## config.mk

```make
export PLATFORM = sky130hd
export DESIGN_NAME = srg_top
export DESIGN_NICKNAME = d
export VERILOG_FILES = /design/src/common/srg_pkg.sv /design/src/hw/srg_top.sv
export VERILOG_INCLUDE_DIRS = /design/src /design/src/common
export SDC_FILE = /design/constraint.sdc
export NUM_CORES = 1
export LEC_CHECK = 0
export BUFFER_PORTS_ARGS = -buffer_cell sky130_fd_sc_hd__buf_2
export CORE_MARGIN = 1
export CORE_UTILIZATION = 40
export DETAILED_ROUTE_END_ITERATION = 10
export PLACE_DENSITY = 0.7
export SKIP_LAST_GASP = 1
export SYNTH_ARGS = -nofsm -noshare
export SYNTH_HDL_FRONTEND = slang
export SYNTH_SLANG_ARGS = --single-unit
```

## constraint.sdc

```tcl
create_clock -name core_clk -period 2.7 [get_ports core_clk]
set_clock_uncertainty 0.1 [all_clocks]
set_input_delay 0.135 -clock core_clk [delete_from_list [all_inputs] [get_ports core_clk]]
set_output_delay 0.135 -clock core_clk [all_outputs]
set_load 0.03 [all_outputs]
```

## src/common/srg_params.svh

```systemverilog
// Register offsets, field positions, reset values and timing for the
// serial port clock generator; included by the design in srg_top only.
// Operation
// - Eight-bit divide field in bits 7..0 resets to one, halving input.
// - Bit clock equals input clock over divide field plus one, 1..256.
// - Odd divide gives equal phases; even 2p, zero included, gives high p+1, low p.
// - Resync off: bit clock free runs, frame pulse every period plus one.
// - Resync on: receive frame pin pulse realigns bit clock phase.
// - Resync on: frame pulse only follows receive frame pin; period ignored.
// - Extend bit and mode bit select aux pin, CPU, rx pin, tx pin.
// - Device reset selects the CPU clock as generator input.
// - Aux pin polarity bit 14 picks rising (0) or falling (1) edge.
// - Transmit polarity bit 1 picks rising (0) or falling (1) edge.
// - Receive polarity bit 0 picks rising (1) or falling (0) edge.
// - Free-run set: both sections keep clocking on breakpoint.
// - Both emulation bits clear: sections stop at once on breakpoint.
// - Soft stop: transmitter finishes word then halts; receiver runs on.
// - Section reset clears its counters and status flags.
// - Device reset: tx data high impedance, bit clock follows slow clock.
// - After device reset sections stay reset until software releases.
// - Section in reset stops; clock pin output still runs; tx data hi-Z.
// - Generator reset drives bit clock and frame low; software avoids misuse.
// - Frame pin of a section in reset stays inactive.
// - Generator release starts clock; frame pulse after programmed cycles.
// - Frame pulse lasts width plus one, repeats every period plus one.
`ifndef SRG_PARAMS_SVH
`define SRG_PARAMS_SVH
// Register indices
`define SRG_CFG_ONE 3'h0
`define SRG_CFG_TWO 3'h1
`define SRG_PIN_CTL 3'h2
`define SRG_PORT_CTL 3'h3
`define SRG_STATUS 3'h4
// Reset values
`define SRG_CFG_ONE_RST 16'h0001
`define SRG_CFG_TWO_RST 16'h2000
`define SRG_PIN_CTL_RST 16'h0000
`define SRG_PORT_CTL_RST 16'h0000
// Field positions
`define SRG_RESYNC_BIT 15
`define SRG_AUX_POL_BIT 14
`define SRG_CLK_SEL_BIT 13
`define SRG_EXT_SEL_BIT 7
`define SRG_TX_POL_BIT 1
`define SRG_RX_POL_BIT 0
`define SRG_RX_CLK_OUT_BIT 8
`define SRG_TX_CLK_OUT_BIT 9
`define SRG_RX_FS_OUT_BIT 10
`define SRG_TX_FS_OUT_BIT 11
`define SRG_RX_RST_BIT 0
`define SRG_TX_RST_BIT 1
`define SRG_GEN_RST_BIT 6
`define SRG_FRM_RST_BIT 7
`define SRG_SOFT_BIT 8
`define SRG_FREE_BIT 9
`endif

```

## src/common/srg_pkg.sv

```systemverilog
// Types for the serial port clock generator.
// Assumes srg_params.svh sits on the include path.
package srg_pkg;
   // Generator input source, {extend bit, mode bit}
   typedef enum logic [1:0] {
      SRC_AUX = 2'h0,
      SRC_CPU = 2'h1,
      SRC_RX = 2'h2,
      SRC_TX = 2'h3
   } srg_src_t;
   // Emulation stop state of a section, one-hot
   typedef enum logic [1:0] {
      RUN_ON = 2'h1,
      RUN_HALT = 2'h2
   } srg_run_t;
   // Software-visible registers
   typedef struct packed {
      logic [15:0] cfg_one;
      logic [15:0] cfg_two;
      logic [15:0] pin_ctl;
      logic [15:0] port_ctl;
   } srg_regs_t;
   // Pin group driven toward the outside
   typedef struct packed {
      logic rx_clk_o;
      logic rx_clk_oe_n;
      logic tx_clk_o;
      logic tx_clk_oe_n;
      logic rx_fs_o;
      logic rx_fs_oe_n;
      logic tx_fs_o;
      logic tx_fs_oe_n;
      logic tx_data_o;
      logic tx_data_oe_n;
   } srg_pins_t;
   // Whole state of the block
   typedef struct packed {
      srg_regs_t regs;
      logic [15:0] rd_data;
      logic [7:0] pos;
      logic bclk;
      logic frame;
      logic [11:0] per_cnt;
      logic [7:0] wid_cnt;
      logic fs_pend;
      logic aux_q;
      logic rxc_q;
      logic txc_q;
      logic rxf_q;
      logic lsp_q;
      logic post_rst;
      srg_run_t tx_run;
      srg_run_t rx_run;
      srg_pins_t pins;
      logic tx_clk_en;
      logic rx_clk_en;
      logic tx_clear;
      logic rx_clear;
   } srg_state_t;
endpackage

```

## src/hw/srg_top.sv

```systemverilog
// Bit clock and frame pulse generator with section reset and
// breakpoint stop control for a buffered serial port.
// Assumes all pin inputs are synchronous to core_clk.
//
// Our own choices: the placing of the registers and the address-and-strobe port.
`timescale 1ns/10ps
`default_nettype none
`include "srg_params.svh"
module srg_top
   import srg_pkg::*;
(
   // Clock and device reset
   input wire logic core_clk,
   input wire logic rst_n,
   // Register port
   input wire logic [2:0] reg_addr,
   input wire logic [15:0] reg_wdata,
   input wire logic reg_wr,
   input wire logic reg_rd,
   output logic [15:0] reg_rdata,
   // Clock and frame pins, inputs
   input wire logic aux_clock_pin,
   input wire logic rx_clock_pin_i,
   input wire logic tx_clock_pin_i,
   input wire logic rx_frame_pin_i,
   input wire logic low_speed_periph_clock,
   // Clock and frame pins, outputs
   output logic rx_clock_pin_o,
   output logic rx_clock_pin_oe_n,
   output logic tx_clock_pin_o,
   output logic tx_clock_pin_oe_n,
   output logic rx_frame_pin_o,
   output logic rx_frame_pin_oe_n,
   output logic tx_frame_pin_o,
   output logic tx_frame_pin_oe_n,
   // Transmit data pin
   input wire logic tx_shift_bit,
   output logic tx_data_pin_o,
   output logic tx_data_pin_oe_n,
   // Debugger and transmitter handshake
   input wire logic debug_halt,
   input wire logic tx_word_done,
   // Section control toward the data path
   output logic gen_bit_clock,
   output logic gen_frame_pulse,
   output logic tx_clock_enable,
   output logic rx_clock_enable,
   output logic tx_section_clear,
   output logic rx_section_clear
);

   // ----------------------------------------
   // State and decoded fields
   // ----------------------------------------
   srg_state_t s;
   srg_state_t next_s;
   logic [7:0] div;
   logic [7:0] width;
   logic [11:0] period;
   logic [7:0] high_len;
   logic resync_enable;
   srg_src_t src;
   logic tick;
   logic fs_edge;
   logic bclk_start;
   logic gen_run;
   logic frame_run;
   logic tx_rst_n;
   logic rx_rst_n;
   logic soft_stop;
   logic free_run;

   // Field decode from the registers
   always_comb begin
      div = s.regs.cfg_one[7:0];
      width = s.regs.cfg_one[15:8];
      period = s.regs.cfg_two[11:0];
      resync_enable = s.regs.cfg_two[`SRG_RESYNC_BIT];
      src = srg_src_t'({s.regs.pin_ctl[`SRG_EXT_SEL_BIT],
                        s.regs.cfg_two[`SRG_CLK_SEL_BIT]});
      gen_run = s.regs.port_ctl[`SRG_GEN_RST_BIT];
      frame_run = s.regs.port_ctl[`SRG_FRM_RST_BIT];
      tx_rst_n = s.regs.port_ctl[`SRG_TX_RST_BIT];
      rx_rst_n = s.regs.port_ctl[`SRG_RX_RST_BIT];
      soft_stop = s.regs.port_ctl[`SRG_SOFT_BIT];
      free_run = s.regs.port_ctl[`SRG_FREE_BIT];
      // High phase is ceil((div+1)/2) input cycles
      high_len = {1'b0, div[7:1]} + 8'h01;
   end

   // ----------------------------------------
   // Input clock edge selection
   // ----------------------------------------
   // One tick per generating edge of the chosen source
   always_comb begin
      case (src)
         SRC_AUX: begin
            if (s.regs.cfg_two[`SRG_AUX_POL_BIT]) begin
               tick = s.aux_q & ~aux_clock_pin;
            end else begin
               tick = ~s.aux_q & aux_clock_pin;
            end
         end
         SRC_CPU: begin
            tick = 1'b1;
         end
         SRC_RX: begin
            if (s.regs.pin_ctl[`SRG_RX_POL_BIT]) begin
               tick = ~s.rxc_q & rx_clock_pin_i;
            end else begin
               tick = s.rxc_q & ~rx_clock_pin_i;
            end
         end
         SRC_TX: begin
            if (s.regs.pin_ctl[`SRG_TX_POL_BIT]) begin
               tick = s.txc_q & ~tx_clock_pin_i;
            end else begin
               tick = ~s.txc_q & tx_clock_pin_i;
            end
         end
         default: begin
            tick = 1'b0;
         end
      endcase
      fs_edge = ~s.rxf_q & rx_frame_pin_i;
   end

   // ----------------------------------------
   // Next state
   // ----------------------------------------
   always_comb begin
      next_s = s;
      bclk_start = 1'b0;
      next_s.aux_q = aux_clock_pin;
      next_s.rxc_q = rx_clock_pin_i;
      next_s.txc_q = tx_clock_pin_i;
      next_s.rxf_q = rx_frame_pin_i;
      next_s.lsp_q = low_speed_periph_clock;

      // Register writes
      if (reg_wr) begin
         case (reg_addr)
            `SRG_CFG_ONE: next_s.regs.cfg_one = reg_wdata;
            `SRG_CFG_TWO: next_s.regs.cfg_two = reg_wdata;
            `SRG_PIN_CTL: next_s.regs.pin_ctl = reg_wdata;
            `SRG_PORT_CTL: next_s.regs.port_ctl = reg_wdata;
            default: ;
         endcase
      end

      // Register reads, data stand one cycle later
      next_s.rd_data = 16'h0000;
      if (reg_rd) begin
         case (reg_addr)
            `SRG_CFG_ONE: next_s.rd_data = s.regs.cfg_one;
            `SRG_CFG_TWO: next_s.rd_data = s.regs.cfg_two;
            `SRG_PIN_CTL: next_s.rd_data = s.regs.pin_ctl;
            `SRG_PORT_CTL: next_s.rd_data = s.regs.port_ctl;
            `SRG_STATUS: next_s.rd_data = {9'h000, s.post_rst,
               s.rx_run == RUN_HALT, s.tx_run == RUN_HALT,
               s.rx_clk_en, s.tx_clk_en, s.frame, s.bclk};
            default: next_s.rd_data = 16'h0000;
         endcase
      end

      // Frame pin edge held until the next bit clock start
      if (fs_edge) begin
         next_s.fs_pend = 1'b1;
      end

      // Divider and frame counters
      if (!gen_run) begin
         next_s.pos = 8'h00;
         next_s.bclk = 1'b0;
         next_s.frame = 1'b0;
         next_s.per_cnt = period;
         next_s.wid_cnt = 8'h00;
         next_s.fs_pend = 1'b0;
      end else if (tick) begin
         next_s.post_rst = 1'b0;
         if (resync_enable && (s.fs_pend || fs_edge)) begin
            next_s.pos = 8'h00;
         end else if (s.pos >= div) begin
            next_s.pos = 8'h00;
         end else begin
            next_s.pos = s.pos + 8'h01;
         end
         next_s.bclk = next_s.pos < high_len;
         bclk_start = next_s.pos == 8'h00;
         if (bclk_start) begin
            // Width countdown ends a running pulse
            if (s.frame) begin
               if (s.wid_cnt == 8'h00) begin
                  next_s.frame = 1'b0;
               end else begin
                  next_s.wid_cnt = s.wid_cnt - 8'h01;
               end
            end
            if (!frame_run) begin
               next_s.frame = 1'b0;
               next_s.per_cnt = period;
            end else if (resync_enable) begin
               if (s.fs_pend || fs_edge) begin
                  next_s.frame = 1'b1;
                  next_s.wid_cnt = width;
               end
            end else if (s.per_cnt == 12'h000) begin
               next_s.per_cnt = period;
               next_s.frame = 1'b1;
               next_s.wid_cnt = width;
            end else begin
               next_s.per_cnt = s.per_cnt - 12'h001;
            end
            next_s.fs_pend = 1'b0;
         end
      end

      // Breakpoint stop of the transmitter
      if (!tx_rst_n || !debug_halt || free_run) begin
         next_s.tx_run = RUN_ON;
      end else if (!soft_stop || tx_word_done) begin
         next_s.tx_run = RUN_HALT;
      end
      // Breakpoint stop of the receiver, soft stop leaves it running
      if (!rx_rst_n || !debug_halt || free_run || soft_stop) begin
         next_s.rx_run = RUN_ON;
      end else begin
         next_s.rx_run = RUN_HALT;
      end
      next_s.tx_clk_en = tx_rst_n && next_s.tx_run == RUN_ON;
      next_s.rx_clk_en = rx_rst_n && next_s.rx_run == RUN_ON;
      next_s.tx_clear = !tx_rst_n;
      next_s.rx_clear = !rx_rst_n;

      // Pin drivers, output enables are active low
      next_s.pins.rx_clk_o = next_s.bclk;
      next_s.pins.rx_clk_oe_n = !(s.regs.pin_ctl[`SRG_RX_CLK_OUT_BIT]
         && gen_run);
      next_s.pins.tx_clk_o = next_s.bclk;
      next_s.pins.tx_clk_oe_n = !(s.regs.pin_ctl[`SRG_TX_CLK_OUT_BIT]
         && gen_run);
      next_s.pins.rx_fs_o = next_s.frame && rx_rst_n;
      next_s.pins.rx_fs_oe_n = !s.regs.pin_ctl[`SRG_RX_FS_OUT_BIT];
      next_s.pins.tx_fs_o = next_s.frame && tx_rst_n;
      next_s.pins.tx_fs_oe_n = !s.regs.pin_ctl[`SRG_TX_FS_OUT_BIT];
      next_s.pins.tx_data_o = tx_shift_bit;
      next_s.pins.tx_data_oe_n = !(tx_rst_n && next_s.tx_clk_en);
   end

   // ----------------------------------------
   // State register
   // ----------------------------------------
   // Device reset puts every section in reset
   always_ff @(posedge core_clk or negedge rst_n) begin
      if (!rst_n) begin
         s <= '0;
         s.regs.cfg_one <= `SRG_CFG_ONE_RST;
         s.regs.cfg_two <= `SRG_CFG_TWO_RST;
         s.regs.pin_ctl <= `SRG_PIN_CTL_RST;
         s.regs.port_ctl <= `SRG_PORT_CTL_RST;
         s.per_cnt <= 12'h000;
         s.post_rst <= 1'b1;
         s.tx_run <= RUN_ON;
         s.rx_run <= RUN_ON;
         s.tx_clear <= 1'b1;
         s.rx_clear <= 1'b1;
         s.pins.rx_clk_oe_n <= 1'b1;
         s.pins.tx_clk_oe_n <= 1'b1;
         s.pins.rx_fs_oe_n <= 1'b1;
         s.pins.tx_fs_oe_n <= 1'b1;
         s.pins.tx_data_oe_n <= 1'b1;
      end else begin
         s <= next_s;
      end
   end

   // ----------------------------------------
   // Outputs
   // ----------------------------------------
   // Slow clock stands in for the bit clock until first release
   always_comb begin
      reg_rdata = s.rd_data;
      gen_bit_clock = s.post_rst ? s.lsp_q : s.bclk;
      gen_frame_pulse = s.frame;
      rx_clock_pin_o = s.pins.rx_clk_o;
      rx_clock_pin_oe_n = s.pins.rx_clk_oe_n;
      tx_clock_pin_o = s.pins.tx_clk_o;
      tx_clock_pin_oe_n = s.pins.tx_clk_oe_n;
      rx_frame_pin_o = s.pins.rx_fs_o;
      rx_frame_pin_oe_n = s.pins.rx_fs_oe_n;
      tx_frame_pin_o = s.pins.tx_fs_o;
      tx_frame_pin_oe_n = s.pins.tx_fs_oe_n;
      tx_data_pin_o = s.pins.tx_data_o;
      tx_data_pin_oe_n = s.pins.tx_data_oe_n;
      tx_clock_enable = s.tx_clk_en;
      rx_clock_enable = s.rx_clk_en;
      tx_section_clear = s.tx_clear;
      rx_section_clear = s.rx_clear;
   end

   // ----------------------------------------
   // Checks
   // ----------------------------------------
   gen_reset_low_a:
   assert property (@(posedge core_clk) disable iff (!rst_n)
      !gen_run |=> !s.bclk && !s.frame)
   else $error("bit clock or frame high with generator in reset");

   divide_wrap_a:
   assert property (@(posedge core_clk) disable iff (!rst_n)
      gen_run && tick && !resync_enable && s.pos >= div |=> s.pos == 8'h00)
   else $error("divider failed to wrap at divide value");

   high_phase_a:
   assert property (@(posedge core_clk) disable iff (!rst_n)
      gen_run && tick |=> s.bclk == (s.pos < high_len))
   else $error("bit clock phase does not match counter");

   tx_data_hiz_a:
   assert property (@(posedge core_clk) disable iff (!rst_n)
      !tx_rst_n ##1 !tx_rst_n |-> tx_data_pin_oe_n)
   else $error("transmit data driven while section in reset");

   frame_pin_idle_a:
   assert property (@(posedge core_clk) disable iff (!rst_n)
      !rx_rst_n ##1 !rx_rst_n |-> !rx_frame_pin_o)
   else $error("receive frame pin active during section reset");

   immediate_stop_a:
   assert property (@(posedge core_clk) disable iff (!rst_n)
      debug_halt && !free_run && !soft_stop && tx_rst_n
      |=> !tx_clock_enable)
   else $error("transmitter kept running in immediate stop mode");

   free_run_a:
   assert property (@(posedge core_clk) disable iff (!rst_n)
      free_run && rx_rst_n |=> rx_clock_enable)
   else $error("receiver stopped in free run mode");

   soft_rx_a:
   assert property (@(posedge core_clk) disable iff (!rst_n)
      soft_stop && !free_run && rx_rst_n && debug_halt |=> rx_clock_enable)
   else $error("receiver stopped in soft stop mode");

   frame_start_a:
   assert property (@(posedge core_clk) disable iff (!rst_n)
      gen_run && frame_run && tick && !resync_enable && s.pos >= div
      && s.per_cnt == 12'h000 |=> s.frame && s.wid_cnt == width)
   else $error("frame pulse did not start at period end");

   section_clear_a:
   assert property (@(posedge core_clk) disable iff (!rst_n)
      $fell(tx_rst_n) |-> ##1 tx_section_clear)
   else $error("transmit section clear missing after reset bit drop");

   tx_frame_idle_a:
   assert property (@(posedge core_clk) disable iff (!rst_n)
      !tx_rst_n ##1 !tx_rst_n |-> !tx_frame_pin_o)
   else $error("transmit frame pin active during section reset");

   soft_tx_halt_a:
   assert property (@(posedge core_clk) disable iff (!rst_n)
      soft_stop && !free_run && debug_halt && tx_rst_n && tx_word_done
      |=> !tx_clock_enable)
   else $error("transmitter kept running after word in soft stop");

   resync_frame_a:
   assert property (@(posedge core_clk) disable iff (!rst_n)
      gen_run && resync_enable && !s.frame && !s.fs_pend && !fs_edge |=> !s.frame)
   else $error("frame pulse without receive frame pin edge");

   resync_align_a:
   assert property (@(posedge core_clk) disable iff (!rst_n)
      gen_run && tick && resync_enable && (s.fs_pend || fs_edge) |=> s.pos == 8'h00)
   else $error("divider not realigned by receive frame pin");

endmodule // srg_top
`default_nettype wire

```

== Yosys cells after proc, flatten, opt, wreduce, memory -nomap -nowiden ==
Cells that the tools add are included.

* $add $sub $neg: 4
* Order comparisons: 2
* Equal/unequal tests: 14
* Multiplexer cells: 32
* Bitwise gates (word level): 14
* Reductions and logical operators: 36

{| class="wikitable"
|+ Operator list
! operator !! count
|-
| 8-bit two-way mux || 10
|-
| 16-bit case mux with 5 select lines || 1
|-
| 31-bit two-way mux || 2
|-
| 12-bit two-way mux || 2
|-
| 22-bit two-way mux || 1
|-
| 8-bit zero test || 2
|-
| 16-bit two-way mux || 1
|-
| 13-bit two-way mux || 1
|-
| 12-bit zero test || 1
|-
| 2-bit AND reduction || 6
|-
| 12-bit by 1-bit subtractor with 12-bit output (second input constant) || 1
|-
| 1-bit two-way mux || 10
|-
| 1-bit zero test || 9
|-
| 7-bit by 1-bit adder with 8-bit output (second input constant) || 1
|-
| 8-bit by 1-bit adder with 8-bit output (second input constant) || 1
|-
| 2-bit equality test (second input constant) || 4
|-
| 8-bit >= comparator || 1
|-
| 1-bit logical AND || 8
|-
| 8-bit < comparator || 1
|-
| 8-bit by 1-bit subtractor with 8-bit output (second input constant) || 1
|-
| 1-bit AND || 7
|-
| 1-bit logical OR || 7
|-
| 1-bit NOT || 7
|-
| 2-bit by 1-bit equality test with 1-bit output (second input constant) || 3
|-
| 10 further kinds || 14
|}

* Bits in registers: 133
* Input bits: 31
* Logic and storage cells: 133

== Logic depth before layout (Yosys ltp) ==
* Depth after elaboration: 12
* Gate-level depth with buffers: 15
* Mapped depth without buffers: 14

== Worst setup path after synthesis ==
No wires, ideal clock.

* Path type: register to register
* From: reg s[47] (netlist name)
* To: reg s, in the netlist tx_clock_pin_o
* Arrival time: 2.804 ns
* Data required time: 2.534 ns
* Slack: -0.270 ns
* Cell stages (with the launch flop): 16
* Path buffers: 1
* Period minus slack after synthesis: 2.970 ns
* Path through: dfrtp_1 inv_1 ha_1 nand2b_1 a21o_1 a211oi_1 o2111ai_1 clkbuf_1 nor2_1 ha_1 a21oi_1 nor2b_1 o21ai_0 nor4b_1 o211ai_1 nand2_1

* Cells in the longest elaborated chain, start to end: 8
* Elaborated cells between the ends (all ways): 9

{| class="wikitable"
|+ RTL lines
! what !! RTL line !! text
|-
| start: declaration || srg_top.sv:55 || <nowiki>srg_state_t s;</nowiki>
|-
| start signal: assignment || srg_top.sv:273 || <nowiki>s <= next_s;</nowiki>
|-
| 8-bit by 1-bit adder with 8-bit output / 8-bit >= comparator (equally long branches) || srg_top.sv:186, srg_top.sv:183 ||
|-
| 8-bit two-way mux * || srg_top.sv:183 || <nowiki>end else if (s.pos >= div) begin</nowiki>
|-
| 8-bit two-way mux * || srg_top.sv:181 || <nowiki>if (resync_enable && (s.fs_pend || fs_edge)) begin</nowiki>
|-
| 8-bit two-way mux * || srg_top.sv:179 || <nowiki>end else if (tick) begin</nowiki>
|-
| 8-bit two-way mux * || srg_top.sv:172 || <nowiki>if (!gen_run) begin</nowiki>
|-
| 8-bit < comparator * || srg_top.sv:188 || <nowiki>next_s.bclk = next_s.pos < high_len;</nowiki>
|-
| 31-bit two-way mux * || srg_top.sv:179 ||
|-
| 31-bit two-way mux * || srg_top.sv:172 ||
|}

Every way passes the cells marked *; elsewhere a longest branch is shown, timed or not. The select of a mux whose other input is x is not followed.
A chain may end at the register's enable or synchronous reset.

== Worst setup path after layout ==
* From: reg s, in the netlist div[0]
* To: reg s, in the netlist tx_clock_pin_o

* Cells in the longest elaborated chain, start to end: 8

{| class="wikitable"
|+ RTL lines
! what !! RTL line
|-
| 8-bit >= comparator || srg_top.sv:183
|-
| 8-bit two-way mux || srg_top.sv:183
|-
| 8-bit two-way mux || srg_top.sv:181
|-
| 8-bit two-way mux || srg_top.sv:179
|-
| 8-bit two-way mux || srg_top.sv:172
|-
| 8-bit < comparator || srg_top.sv:188
|-
| 31-bit two-way mux || srg_top.sv:179
|-
| 31-bit two-way mux || srg_top.sv:172
|}

Every way passes these cells. The select of a mux whose other input is x is not followed.

==> flow_summary_export.csv <==
group,metric,value,unit
outcome,status,"finished with violations",
outcome,violations,"setup timing",
sta,finalSetupViolations,1,
floorplanning,dieArea,17950,um2
worst_setup_path,setup.worst_path.start,"div[0]$_DFFE_PN1P_",
power_and_ir_drop,powerDensity,832.2,nW/um2
sta,tightest_slew,0.7187,ns
cells_and_area,nNetsFinal,832,
worst_setup_path,critPathMaxFanout,4,
sta,final_max_slew_viol_count,0,
floorplanning,die_x,134.0,um
clock_network,cts_root_buf,"clkbuf_16",
cells_and_area,fin_util,0.5162,
floorplanning,fp.dieH,134.0,um
power_and_ir_drop,peakVddDrop,0.5251,mV
drt,totalWireLength,18.39,mm
logic_synthesis,ys_seq_area_frac,0.4798,
cells_and_area,instances_no_fill,1014,
logic_synthesis,synth_edf_count,0,
cells_and_area,area_delta_synth_final,24.60,%
drt,drc,0,
worst_setup_path,crit_type,"flip-flop to flip-flop",
logic_synthesis,synth_area,6968,um2
global_route,grt_pass1_wl,29.35,mm
clock_network,cts_sinks,133,
sta,rsz0062_at_grt,"yes",
clock_network,cts.clk_slew.worst_paths,0.06,ns
flow_run,drv_cap,0,
hold_path,min_from,"debug_halt",
floorplanning,initial_utilization,0.4143,
placed_design,portBuffers,62,
logic_synthesis,async_flop_share,1.000,
floorplanning,ios,63,
sta,fin_crit_sh,1.035,
placed_design,pre_cts_ws,-0.07335,ns
global_route,grt_usage,0.2127,
sta,min_period,2.795,ns
drt,vias_per_cell,5.553,
logic_synthesis,synth_fp_nets,724,
global_route,overflow,0,
clock_network,cts-buffers-inserted,17,
logic_synthesis,ys_types,73,
cells_and_area,layout_commonest_cell,"dfrtp_1",
drt,drt_iter0_drc,391,
placed_design,placedCellCount,955,
clock_network,clockBufferDepth,2,
hold_path,hold-path-cell-count,3,
clock_network,clock_latency,0.43,ns
drt,wl_per_cell,18.14,um
logic_synthesis,avgSynthCellArea,10.35,um2
global_route,antenna_found_initial,0,
cells_and_area,drive_above_1_share,0.3161,
logic_synthesis,ys_warn_count,0,
worst_setup_path,arrival,3.06,ns
cells_and_area,final_cell_mix,"121 x dfrtp_1, 76 x nor2_1, 63 x mux2_2",
worst_setup_path,worst_setup_path_end_kind,"flip-flop",
power_and_ir_drop,total_power,0.007225,W
sta,fmax,357.8,MHz
drt,num_vias,5631,
drt,antenna_left,0,
power_and_ir_drop,power_leakage,3.849,nW
sta,relSlewSlack,0.5191,
worst_setup_path,cp-start-kind,"flip-flop",
worst_setup_path,r2r_start,"div[0]$_DFFE_PN1P_",
placed_design,gp_congestion,0.9185,
logic_synthesis,ys_seq_elements,133,
floorplanning,num_rows,47,
clock_network,cts_tree,"yes",
sta,tns,-0.09506,ns
placed_design,dp_hpwl,12.69,mm
worst_setup_path,r2r_cells,13,
cells_and_area,diodes,0,
sta,hold_viol,0,
logic_synthesis,synth_top_area_frac,0.4345,
worst_setup_path,crit_required,2.97,ns
logic_synthesis,synthTopCellsByArea,"dfrtp_1 43%, mux2_2 10%, dfstp_2 4.5%",
global_route,grt_pass1_vias,5613,
clock_network,cts_max_level,4,
cells_and_area,nFillCells,1479,
floorplanning,core_area,16820,um2
drt,firstDrtPassIters,5,
logic_synthesis,yosysTopAreaCell,"dfrtp_1",
logic_synthesis,synthesis.instances,673,
logic_synthesis,synthFlopType,"dfrtp_1",
sta,setup_slack,-0.09506,ns
global_route,grt_max_degree,71,
hold_path,min_path_type,"input pin to flip-flop",
registers in the layout, summed over array words and instances (netlist names), 8 cells and up:
name / count
div: 8
reg_rdata: 16
s: 78
period: 12
timing repair:
action                     in CTS  in global routing
gates resized for setup         0                 10
hold endpoints to repair      134                  0
gates cloned                    0                  1
pin swaps                       1                  3
setup buffers                   1                  0
hold buffers                   25                  0
setup endpoints to repair       7                 24
through the flow:
stage	hold WS, ns	instance area, um2
after global placement	0.07859	7714
after global routing	0.04949	8682
final	0.04702	8682
after CTS	0.02412	8618
after detailed placement	0.07792	7714
after floorplan	-0.2606	7004
power breakdown:
part	total, W	switching (W)	internal [W]
logic	0.00197	0.00109	0.000882
clock network	0.00253	0.000928	0.00160
registers	0.00272	0.000332	0.00239
total	0.00722	0.00235	0.00487
logic make-up after synthesis:
| group | after synthesis | share of synthesized area |
|---|---|---|
| and+or+nand+nor | 199 | 0.1420 |
| AOI/OAI and AO/OA | 146 | 0.1352 |
| DFF | 133 | 0.4798 |
| muxes | 82 | 0.1327 |
| buffers and inverters | 79 | 0.05674 |
| adders and majority gates | 20 | 0.03591 |
| xor gates and xnor gates | 14 | 0.01760 |
synthesized netlist by cell type (3+ instances only):
| cell | instances |
|---|---|
| nand4_1 | 4 |
| o22ai_1 | 4 |
| a31oi_1 | 7 |
| a21oi_1 | 55 |
| a221o_1 | 3 |
| dfrtp_1 | 121 |
| mux2i_1 | 17 |
| nand2b_1 | 6 |
| a22oi_1 | 15 |
| and3b_1 | 3 |
| nor2b_1 | 6 |
| buf_4 | 17 |
| a21o_1 | 5 |
| o211ai_1 | 4 |
| nand2_1 | 31 |
| buf_6 | 3 |
| nor2_1 | 77 |
| nand3_1 | 17 |
| a221oi_1 | 3 |
| o21ai_0 | 21 |
| xnor2_1 | 12 |
| nor3_1 | 15 |
| nor4_1 | 5 |
| or4_1 | 3 |
| dfstp_2 | 12 |
| ha_1 | 20 |
| a211oi_1 | 5 |
| buf_2 | 5 |
| and2_1 | 4 |
| and3_1 | 3 |
| mux2_2 | 63 |
| nor4b_1 | 3 |
| inv_1 | 25 |
| or3_1 | 4 |
| buf_1 | 6 |
| o21a_1 | 3 |
| clkbuf_1 | 21 |
layer usage:
layer / GRT usage / part of all wire
met3: 0.04006 / 0.042
met2: 0.3552 / 0.49
met1: 0.2743 / 0.45
met5: 0 / 0
met4: 0.07765 / 0.016
worst paths after layout:
check / end / slack [ns]
min: s[16]$_DFF_PN1_ / 0.05
max: tx_clock_pin_o$_DFFE_PN0P_ / -0.1
min in group asynchronous: gen_frame_pulse$_DFF_PN0_ / 0.17
min reg2reg: tx_frame_pin_oe_n$_DFF_PN1_ / 0.31
max reg2reg: tx_clock_pin_o$_DFFE_PN0P_ / -0.1
max in group asynchronous: s[18]$_DFFE_PN1P_ / 1.56
layout make-up:
class / instances / area [um2] / area share
inverters: 26 / 97.59 / 0.01124
multi-input cells: 462 / 3331 / 0.3836
flip-flops and latches: 133 / 3343 / 0.3851
clock buffers: 19 / 452.9 / 0.05217
well taps: 220 / 275.3 / 0.03170
repair buffers: 141 / 988.4 / 0.1138
clock inverters: 13 / 193.9 / 0.02234
worst max-delay path: stages, from the launching register on:
cell,delay (ns)
dfstp_2,0.53
ha_1,0.21
nand2b_1,0.14
a21o_1,0.16
a211oi_2,0.24
o2111ai_2,0.18
nor2_2,0.14
ha_1,0.25
a21oi_1,0.15
nor2b_1,0.06
o21ai_1,0.17
nor4b_4,0.22
o211ai_1,0.11
nand2_1,0.08
No activity file was read; power rests on OpenSTA's default activity.
